$ cat src/gic_pkg.sv
// constants, register map and carrier types of the grouped interrupt block
// What this block does
// - low supply report from the detector sets the low supply flag
// - low supply vectors only with global, source and group enables set
// - low supply vector call is made only while the stack has room
// - servicing clears global enable and group flag; source flag stays
// - every finished memory erase or write sets the memory done flag
// - memory done vectors only with all three enables and stack not full
// - memory servicing clears global enable and group flag; source stays
// - in sleep or idle any request flag rising wakes the device
// - wake-up ignores every enable bit
// - a set flag stays set until serviced or cleared by software
// - vectoring pushes only the program counter onto the stack
// - interrupt exit with the stack not empty pops the return address and sets global enable
// - plain subroutine exit pops without touching the global enable
package gic_pkg;

  localparam int        ADDR_W      = 8;
  localparam int        DATA_W      = 8;
  localparam int        PC_W        = 12;
  localparam int        STACK_DEPTH = 8;
  localparam int        IDX_W       = $clog2(STACK_DEPTH);
  localparam int        SP_W        = IDX_W + 1;

  // register byte offsets
  localparam logic [ADDR_W-1:0] OFF_CTRL   = 8'h00;
  localparam logic [ADDR_W-1:0] OFF_FLAGS  = 8'h04;
  localparam logic [ADDR_W-1:0] OFF_STACK  = 8'h08;
  localparam logic [ADDR_W-1:0] OFF_STATUS = 8'h0c;
  localparam logic [ADDR_W-1:0] OFF_CLEAR  = 8'h10;
  localparam logic [ADDR_W-1:0] OFF_IRQEN  = 8'h14;

  localparam logic [PC_W-1:0]   GROUP_VECTOR = 12'h00c;
  localparam logic [SP_W-1:0]   SP_FULL      = SP_W'(STACK_DEPTH);
  localparam logic [SP_W-1:0]   SP_ONE       = SP_W'(1'b1);

  // control register, bit 4 downward
  typedef struct packed {
    logic eeprom_done_irq_enable;
    logic low_supply_irq_enable;
    logic grouped_source_enable;
    logic group_irq_enable;
    logic global_irq_enable;
  } gic_ctrl_t;

  // request flags, bit 2 downward
  typedef struct packed {
    logic group_irq_flag;
    logic eeprom_done_flag;
    logic low_supply_flag;
  } gic_flags_t;

  // sticky event bits, bit 2 downward
  typedef struct packed {
    logic stack_overflow;
    logic wake;
    logic vector_taken;
  } gic_ev_t;

  localparam gic_ctrl_t  CTRL_RESET  = '0;
  localparam gic_flags_t FLAGS_RESET = '0;

  typedef struct packed {
    logic [ADDR_W-1:0] addr;
    logic [DATA_W-1:0] wdata;
    logic              wr;
    logic              rd;
  } gic_bus_req_t;

  typedef struct packed {
    logic            vector_ack;
    logic            call;
    logic            plain_subroutine_exit;
    logic            interrupt_exit_instruction;
    logic [PC_W-1:0] pc;
  } gic_core_req_t;

  typedef struct packed {
    gic_ctrl_t                       ctrl;
    gic_flags_t                      flags;
    gic_ev_t                         ev_status;
    gic_ev_t                         ev_enable;
    logic [STACK_DEPTH-1:0][PC_W-1:0] stack;
    logic [SP_W-1:0]                 sp;
    logic [DATA_W-1:0]               rdata;
    logic                            vector_req;
    logic                            wake;
    logic                            irq;
    logic [PC_W-1:0]                 return_addr;
    logic                            return_valid;
    logic                            stack_full;
    logic [PC_W-1:0]                 vector_addr;
  } gic_state_t;

endpackage : gic_pkg

$ cat src/gic_ctrl.sv
// grouped interrupt, wake-up and return stack controller
//
// Chosen here: the strobed register port and the address map.
`timescale 1ns/10ps
module gic_ctrl
  import gic_pkg::*;
(
  input  wire logic              ref_clk_i,
  input  wire logic              reset_i,
  input  wire gic_bus_req_t      bus_i,
  output logic [DATA_W-1:0]      rdata_o,
  input  wire gic_core_req_t     core_i,
  input  wire logic              low_supply_i,
  input  wire logic              eeprom_done_i,
  input  wire logic              sleep_i,
  output logic                   vector_req_o,
  output logic [PC_W-1:0]        vector_addr_o,
  output logic [PC_W-1:0]        return_addr_o,
  output logic                   return_valid_o,
  output logic                   stack_full_o,
  output logic                   wake_o,
  output logic                   irq_o
);

  ////////////////////////////////////////////////////////////////////////
  // state

  gic_state_t s_q;
  gic_state_t s_d;

  ////////////////////////////////////////////////////////////////////////
  // next state

  always_comb begin
    gic_flags_t flags_w;
    gic_flags_t rise;
    gic_ev_t    ev_set;
    logic       taken;
    logic       src_low;
    logic       src_mem;
    logic       full;
    logic       empty;
    logic [IDX_W-1:0] top;
    flags_w = '0;
    rise    = '0;
    ev_set  = '0;
    taken   = 1'b0;
    src_low = 1'b0;
    src_mem = 1'b0;
    full    = 1'b0;
    empty   = 1'b0;
    top     = '0;
    s_d     = s_q;

    full  = (s_q.sp == SP_FULL);
    empty = (s_q.sp == '0);
    top   = IDX_W'(s_q.sp - SP_ONE);

    // software writes; flags may be preset high to mask wake-up sources
    if (bus_i.wr && bus_i.addr == OFF_CTRL) begin
      s_d.ctrl = bus_i.wdata[$bits(gic_ctrl_t)-1:0];
    end else if (bus_i.wr && bus_i.addr == OFF_IRQEN) begin
      s_d.ev_enable = bus_i.wdata[$bits(gic_ev_t)-1:0];
    end
    flags_w = s_q.flags;
    if (bus_i.wr && bus_i.addr == OFF_FLAGS) begin
      flags_w = bus_i.wdata[$bits(gic_flags_t)-1:0];
    end

    // service: the core has taken the vector the block offered
    taken = core_i.vector_ack && s_q.vector_req && !full;
    if (taken) begin
      s_d.ctrl.global_irq_enable = 1'b0;
      flags_w.group_irq_flag     = 1'b0;
    end

    // hardware sets come last so an event beats a same-cycle clear
    s_d.flags = flags_w;
    if (low_supply_i) begin
      s_d.flags.low_supply_flag = 1'b1;
    end
    if (eeprom_done_i) begin
      s_d.flags.eeprom_done_flag = 1'b1;
    end

    // group flag follows a source rising under its own enable, low supply also under grouped_source_enable
    src_low = s_d.flags.low_supply_flag && !s_q.flags.low_supply_flag
              && s_q.ctrl.low_supply_irq_enable
              && s_q.ctrl.grouped_source_enable;
    src_mem = s_d.flags.eeprom_done_flag && !s_q.flags.eeprom_done_flag
              && s_q.ctrl.eeprom_done_irq_enable;
    if (src_low || src_mem) begin
      s_d.flags.group_irq_flag = 1'b1;
    end

    // wake-up on any flag going 0 to 1, enables play no part
    rise   = s_d.flags & ~s_q.flags;
    s_d.wake = sleep_i && (|rise);

    // return stack: only the program counter is kept
    s_d.return_valid = 1'b0;
    if (taken || (core_i.call && !full)) begin
      s_d.stack[s_q.sp[IDX_W-1:0]] = core_i.pc;
      s_d.sp = s_q.sp + SP_ONE;
    end else if (core_i.call && full) begin
      // an overflowing call is dropped, the caller's return is lost
      ev_set.stack_overflow = 1'b1;
    end else if ((core_i.plain_subroutine_exit ||
                  core_i.interrupt_exit_instruction) && !empty) begin
      s_d.return_addr  = s_q.stack[top];
      s_d.return_valid = 1'b1;
      s_d.sp           = s_q.sp - SP_ONE;
    end
    if (core_i.interrupt_exit_instruction && !empty && !taken &&
        !core_i.call) begin
      s_d.ctrl.global_irq_enable = 1'b1;
    end

    // full flag and vector address kept in flops so the pins carry no logic
    s_d.stack_full  = (s_d.sp == SP_FULL);
    s_d.vector_addr = GROUP_VECTOR;

    // offer the group vector while enabled, pending and stack has room
    s_d.vector_req = s_d.ctrl.global_irq_enable
                     && s_d.ctrl.group_irq_enable
                     && s_d.flags.group_irq_flag
                     && !s_d.stack_full;

    // sticky event status, set wins over a same-cycle clear
    ev_set.vector_taken = taken;
    ev_set.wake         = s_d.wake;
    if (bus_i.wr && bus_i.addr == OFF_CLEAR) begin
      s_d.ev_status = s_q.ev_status
                      & ~bus_i.wdata[$bits(gic_ev_t)-1:0];
    end
    s_d.ev_status = s_d.ev_status | ev_set;
    s_d.irq       = |(s_d.ev_status & s_d.ev_enable);

    // read port, data valid in the cycle after the strobe
    s_d.rdata = '0;
    if (bus_i.rd) begin
      if (bus_i.addr == OFF_CTRL) begin
        s_d.rdata = DATA_W'(s_q.ctrl);
      end else if (bus_i.addr == OFF_FLAGS) begin
        s_d.rdata = DATA_W'(s_q.flags);
      end else if (bus_i.addr == OFF_STACK) begin
        s_d.rdata = DATA_W'({full, s_q.sp});
      end else if (bus_i.addr == OFF_STATUS) begin
        s_d.rdata = DATA_W'(s_q.ev_status);
      end else if (bus_i.addr == OFF_IRQEN) begin
        s_d.rdata = DATA_W'(s_q.ev_enable);
      end else begin
        s_d.rdata = '0; // clear register and holes read zero
      end
    end
  end

  ////////////////////////////////////////////////////////////////////////
  // registers

  always_ff @(posedge ref_clk_i) begin
    if (reset_i) begin
      s_q           <= '0;
      s_q.ctrl      <= CTRL_RESET;
      s_q.flags     <= FLAGS_RESET;
    end else begin
      s_q           <= s_d;
    end
  end

  ////////////////////////////////////////////////////////////////////////
  // outputs, all taken from flip-flops

  assign rdata_o        = s_q.rdata;
  assign vector_req_o   = s_q.vector_req;
  // vector address reads zero in reset, the group vector after it
  assign vector_addr_o  = s_q.vector_addr;
  assign return_addr_o  = s_q.return_addr;
  assign return_valid_o = s_q.return_valid;
  assign stack_full_o   = s_q.stack_full;
  assign wake_o         = s_q.wake;
  assign irq_o          = s_q.irq;

endmodule : gic_ctrl

$ cat config.mk
export PLATFORM = sky130hd
export DESIGN_NAME = gic_ctrl
export DESIGN_NICKNAME = d
export VERILOG_FILES = /design/src/gic_pkg.sv /design/src/gic_ctrl.sv
export SDC_FILE = /design/constraint.sdc
export NUM_CORES = 1
export LEC_CHECK = 0
export BUFFER_PORTS_ARGS = -buffer_cell sky130_fd_sc_hd__buf_2
export CORE_ASPECT_RATIO = 0.75
export CORE_MARGIN = 8
export CORE_UTILIZATION = 50
export CTS_CLUSTER_SIZE = 12
export DETAILED_ROUTE_END_ITERATION = 8
export PLACE_DENSITY = 0.69
export SLEW_MARGIN = 30
export SYNTH_ARGS = -nofsm -noshare
export SYNTH_HDL_FRONTEND = slang
export SYNTH_SLANG_ARGS = --single-unit
$ cat constraint.sdc
create_clock -name ref_clk_i -period 2.8 [get_ports ref_clk_i]
set_input_delay 0.28 -clock ref_clk_i [delete_from_list [all_inputs] [get_ports ref_clk_i]]
set_output_delay 0.28 -clock ref_clk_i [all_outputs]
set_load 0.02 [all_outputs]
Word level (Yosys, flattened, before mapping)
Cells that the tools add are included.
{ "word_totals": {"regBits": 151, "input_bits": 39} }
{ "classes": {"n_addsub": 2, "n_lt_le_gt_ge": 3, "eq_ne": 7, "muxes": 28, "bitwise": 9, "reduce_logical": 40} }
{ "op_table": {"columns": ["cell", "n"], "rows": [
  ["bitwise mux 96 bit", 1],
  ["binary-select mux 12 bit (select 3 bit)", 1],
  ["demux 12 bit (select 3 bit)", 1],
  ["2-to-1 mux 12 bit", 2],
  ["logical AND 1 bit", 22],
  ["2-to-1 mux 3 bit", 6],
  ["== test 8 x 4 -> 1 bit (second input constant)", 2],
  ["== test 8 x 5 -> 1 bit (second input constant)", 2],
  ["2-to-1 mux 4 bit", 4],
  ["2-to-1 mux 5 bit", 3],
  ["2-to-1 mux 13 bit", 1],
  ["AND 3 bit", 3],
  ["OR reduction 3 bit", 3],
  ["== test 4 bit (second input constant)", 2],
  ["== test 8 x 3 -> 1 bit (second input constant)", 1],
  ["logical NOT 8 bit", 1],
  ["less-than comparator 3 x 4 -> 1 bit (second input constant)", 2],
  ["2-to-1 mux 1 bit", 8],
  ["logical NOT 1 bit", 7],
  ["NOT 3 bit", 2],
  ["OR reduction 6 bit", 1],
  ["adder 4 x 1 -> 4 bit (second input constant)", 1],
  ["logical NOT 4 bit", 1],
  ["subtractor 4 x 1 -> 4 bit (second input constant)", 1],
  ["other kinds (7)", 11]
]} }

Depth between registers and ports, before layout
{ "depth": {"depth_word": 15, "ltp_mapped": 10, "mapped_depth_nobuf": 8} }

Least setup slack after synthesis
Ideal clock, no wire load.
{ "synth_timing": {"kind": "reg2reg", "from": "reg s_q[38] (netlist bit)", "to": "reg s_q[78] (netlist bit)", "setup_time_ns": 0.128, "t_arrival_ns": 2.132, "required_ns": 2.672, "path_slack_ns": 0.540, "path_stages_with_launch": 10, "n_path_buf": 2, "period_less_slack_ns": 2.260, "cell_sequence": "dfxtp_1 -> clkbuf_1 -> inv_1 -> ha_1 -> nand3b_1 -> nand2_1 -> nor3_1 -> buf_2 -> mux2i_1 -> nor2_1"} }
{ "synth_between": {"elab_chain_len": 5} }
{ "synth_lines": {"columns": ["element", "line", "source"], "rows": [
  ["start: declaration", "gic_ctrl.sv:28", "gic_state_t s_q;"],
  ["less-than comparator 3 x 4 -> 1 bit (implied by the code) / greater-or-equal comparator 3 x 1 -> 1 bit (equally long branches)", "gic_ctrl.sv:103", "s_d.stack[s_q.sp[IDX_W-1:0]] = core_i.pc;"],
  ["logical AND 1 bit (implied by the code)", "gic_ctrl.sv:103", null],
  ["2-to-1 mux 12 bit (implied by the code)", "gic_ctrl.sv:103", null],
  ["demux 12 bit (select 3 bit)", "gic_ctrl.sv:103", null],
  ["bitwise mux 96 bit", "gic_ctrl.sv:103", null]
]} }
Parallel ways exist; a longest one is shown, timed or not.
A chain may end at the register's enable or synchronous reset.

Final worst setup path
{ "layout_timing": {"from": "reg s_q[37] (netlist bit)", "to": "reg s_q, in the netlist stack_full_o"} }
{ "layout_between": {"elab_chain_len": 7} }
{ "layout_lines": {"columns": ["element", "line", "source"], "rows": [
  ["branches (longest 5 deep; another with subtractor 4 x 1 -> 4 bit)", null, null],
  ["2-to-1 mux 4 bit *", "gic_ctrl.sv:102", "if (taken || (core_i.call && !full)) begin"],
  ["== test 4 bit *", "gic_ctrl.sv:120", "s_d.stack_full = (s_d.sp == SP_FULL);"]
]} }
Mark *: on every way between the ends.

==> flow_metrics.py <==
metrics = {
    "timing": {
        "drv_slew": 0,
        "fin_setup_tns_ns": 0,
        "period_needed_ns": 2.37,
        "setup_violations": 0,
        "worst-slew-pin-transition_ns": 0.646,
        "clock_skew_ns": 0.00715,
        "rsz0062_at_grt": "no",
        "min_period_over_period": 0.846,
        "fmaxAchievable_mhz": 422,
        "finalHoldViolCount": 0,
        "timing.max_slew.rel_slack": 0.568,
    },
    "global_route": {
        "grt_first_pass_wirelength_um": 24500,
        "vias_in_the_first_global_route": 4769,
        "initial_antenna_violation_count": 2,
        "global_route.usage.total": 0.188,
        "grt-ovfl-total": 0,
        "grt_max_degree": 65,
    },
    "cells_and_area": {
        "finish.instance_area_sq_mm": 0.00713,
        "final.fill_count": 1057,
        "highest_count_cells_in_the_layout_ignoring_fill_and_taps": "136 x dfxtp_1, 104 x nor2_1, 96 x mux2i_1",
        "layout.cells.most_common": "dfxtp_1",
        "antennaDiodeCount": 0,
        "drive_gt1_frac": 0.221,
        "syn2layout_area_growth_pct": 13.6,
        "post-route-util": 0.582,
        "nets": 711,
    },
    "clock_tree": {
        "cts-resized-gates": 0,
        "clkSinkCount": 137,
        "ctsHoldBuffers": 0,
        "postCtsSetupBuffers": 0,
        "clock_buffer_count_from_cts": 17,
        "clockRootBuffer": "clkbuf_16",
        "clkSlewWorstSetupHoldPaths_ns": 0.06,
        "tritoncts": "done",
        "ctsLongestPathBuffers": 2,
        "worst_skew_pair.late_latency_ns": 0.42,
        "ctsHtreeMaxLevel": 4,
    },
    "worst_setup_path": {
        "cp_data_required_time_ns": 3.16,
        "critical_path.endpoint_type": "register",
        "cp_data_arrival_time_ns": 2.73,
        "critPathMaxFanout": 7,
        "worstSetupStartpoint": "s_q[37]",
        "termination_of_the_worst_setup_path": "stack_full_o",
        "timing_worst_setup_path_type": "reg2reg",
        "r2r.worst_path.cells": 8,
        "startpoint_type_of_the_worst_setup_path": "register",
        "timing.rr.end": "stack_full_o",
        "slack_of_the_worst_reg_to_reg_path_ns": 0.43,
        "r2r-start": "s_q[37]",
    },
    "drt": {
        "wire_per_inst_um": 18.0,
        "count_of_antenna_violating_nets_left_after_detailed_routing": 0,
        "route.detailed.vias_per_inst": 5.57,
        "drt_iter0_drc": 434,
        "routed_wirelength_um": 15300,
        "detailroute.via_count": 4720,
        "drc": 0,
        "drt_pre_antenna_iters": 6,
    },
    "floorplanning": {
        "fp.dieH_um": 113,
        "chipWidth_um": 145,
        "floorplan.initialDensity": 0.512,
        "die-area_sq_mm": 0.0164,
        "io_pins": 76,
        "placeableCoreArea_sq_mm": 0.0123,
        "placementRows": 35,
    },
    "power": {
        "power_frac_comb": 0.201,
        "power.ir.vdd_worst_uv": 452,
        "power.internal_mw": 3.82,
        "power.share.sequential": 0.396,
        "leakage_nw": 2.89,
        "net-switching-power_mw": 1.55,
        "power_switching_share": 0.288,
        "pwr_density_cell_mw_per_mm2": 753,
        "power.share.clock": 0.403,
    },
    "synth": {
        "synth_enable_flop_cells": 0,
        "syn_area_per_cell_sq_um": 9.73,
        "synthTopCellsByArea": "dfxtp_1 44%, mux2i_1 15%, mux4_2 8.6%, nor2_1 6.2%, buf_4 3.9%",
        "ys.flop_type": "dfxtp_1",
        "synthesis.instances": 645,
        "syn-cell-area_sq_mm": 0.00628,
        "async_reset_ff_frac": 0,
        "synthDominantAreaCellType": "dfxtp_1",
        "ys_seq_area_frac": 0.437,
        "ys_warn_count": 0,
        "ys_ff_latch": 137,
        "synth_cell_types": 51,
        "synth_top_cell_area_share": 0.437,
    },
    "placement": {
        "dpl.hpwl_um": 10300,
        "dpl-instance-area_sq_mm": 0.00656,
        "port_buffers": 59,
        "finalWeightedCongestion": 0.913,
    },
    "status": {
        "status": "finished, final reports clean",
    },
    "hold_path": {
        "hold_class": "in2reg",
    },
    "flow_run": {
        "max_cap_viol_count": 0,
    },
}
==> worst min-delay path by stage <==
stage	start	end	cells after the start
global route	low_supply_i	s_q[143]	3
global placement	s_q[131]	s_q[131]	2
CTS	bus_i[6]	s_q[150]	3
finish	bus_i[6]	s_q[150]	3
detailed placement	s_q[100]	s_q[100]	2
floorplan	bus_i[4]	s_q[148]	2
==> critical path: stages, from the launching register on <==
cell	delay, ns
dfxtp_2	0.31
inv_1	0.18
ha_1	0.36
nand3b_1	0.20
a2111oi_4	0.45
a21o_1	0.14
a21oi_1	0.07
nor4_2	0.42
and2_1	0.18
==> metal layers <==
metal	GRT usage	vias to the layer above	routed length [um]
met2	0.283	160	6820
met4	0.0650	4	204
met3	0.0562	29	1030
met5	0	-	25
met1	0.253	2266	7210
li1	-	2261	-
==> sequential cells by signal, summed over array words and instances, names as in the netlist <==
| signal | cells |
|---|---|
| irq_o | 1 |
| rdata_o | 5 |
| return_addr_o | 12 |
| return_valid_o | 1 |
| s_q | 114 |
| stack_full_o | 1 |
| vector_addr_o | 1 |
| vector_req_o | 1 |
| wake_o | 1 |
==> metrics by stage <==
stage | hold WS (ns) | total power [mW] | instances | setup WS, ns
2_1_floorplan | 0.427 | 2.97 | 657 | 0.540
3_3_place_gp | 0.439 | 3.20 | 817 | 0.545
3_5_place_dp | 0.447 | 3.23 | 817 | 0.507
4_1_cts | 0.103 | 5.40 | 848 | 0.467
5_1_grt | 0.121 | 5.57 | 848 | 0.272
6_report | 0.112 | 5.37 | 848 | 0.432
==> area by class of cell <==
| class | instances | area, sq um | area share |
|---|---|---|---|
| multi-input cells | 426 | 3110 | 0.436 |
| flip-flops and latches | 137 | 2740 | 0.385 |
| repair buffers | 80 | 468 | 0.0656 |
| clock buffers | 19 | 443 | 0.0621 |
| well taps | 166 | 208 | 0.0291 |
| clock inverters | 12 | 128 | 0.0179 |
| inverters | 8 | 30.0 | 0.00421 |
==> Yosys cell counts (all sizes together) (2+ instances only) <==
cell and instances:
nor2b 4, nor2 106, o21ai 7, ha 2, buf 48, inv 8, a21oi 35, a22o 3
nor3 8, mux2i 96, nand2b 2, a31oi 2, dfxtp 137, nor4 7, nand3 4, nor3b 3
or3 2, a32oi 4, clkbuf 38, o21a 2, and2 7, a221o 2, nand4 4, and3b 2
mux4 24, nand2 57, a211oi 15
==> power groups by stage <==
stage / Combinational [mW] / Clock [mW] / Sequential [mW]
after CTS: 1.08 / 2.19 / 2.13
after floorplan: 0.823 / 0 / 2.15
final: 1.08 / 2.16 / 2.13
after global routing: 1.16 / 2.27 / 2.14
after detailed placement: 1.07 / 0 / 2.17
after global placement: 1.04 / 0 / 2.16
==> cell families after synthesis <==
group                      share of synthesized area
AOI/OAI and AO/OA                             0.0827
xor gates and xnor gates                     0.00279
adders and majority gates                    0.00399
buffers and inverters                         0.0789
DFF                                            0.437
muxes                                          0.241
other                                       0.000598
and+or+nand+nor                                0.153
Note: power is estimated with default switching activity, not from simulation.
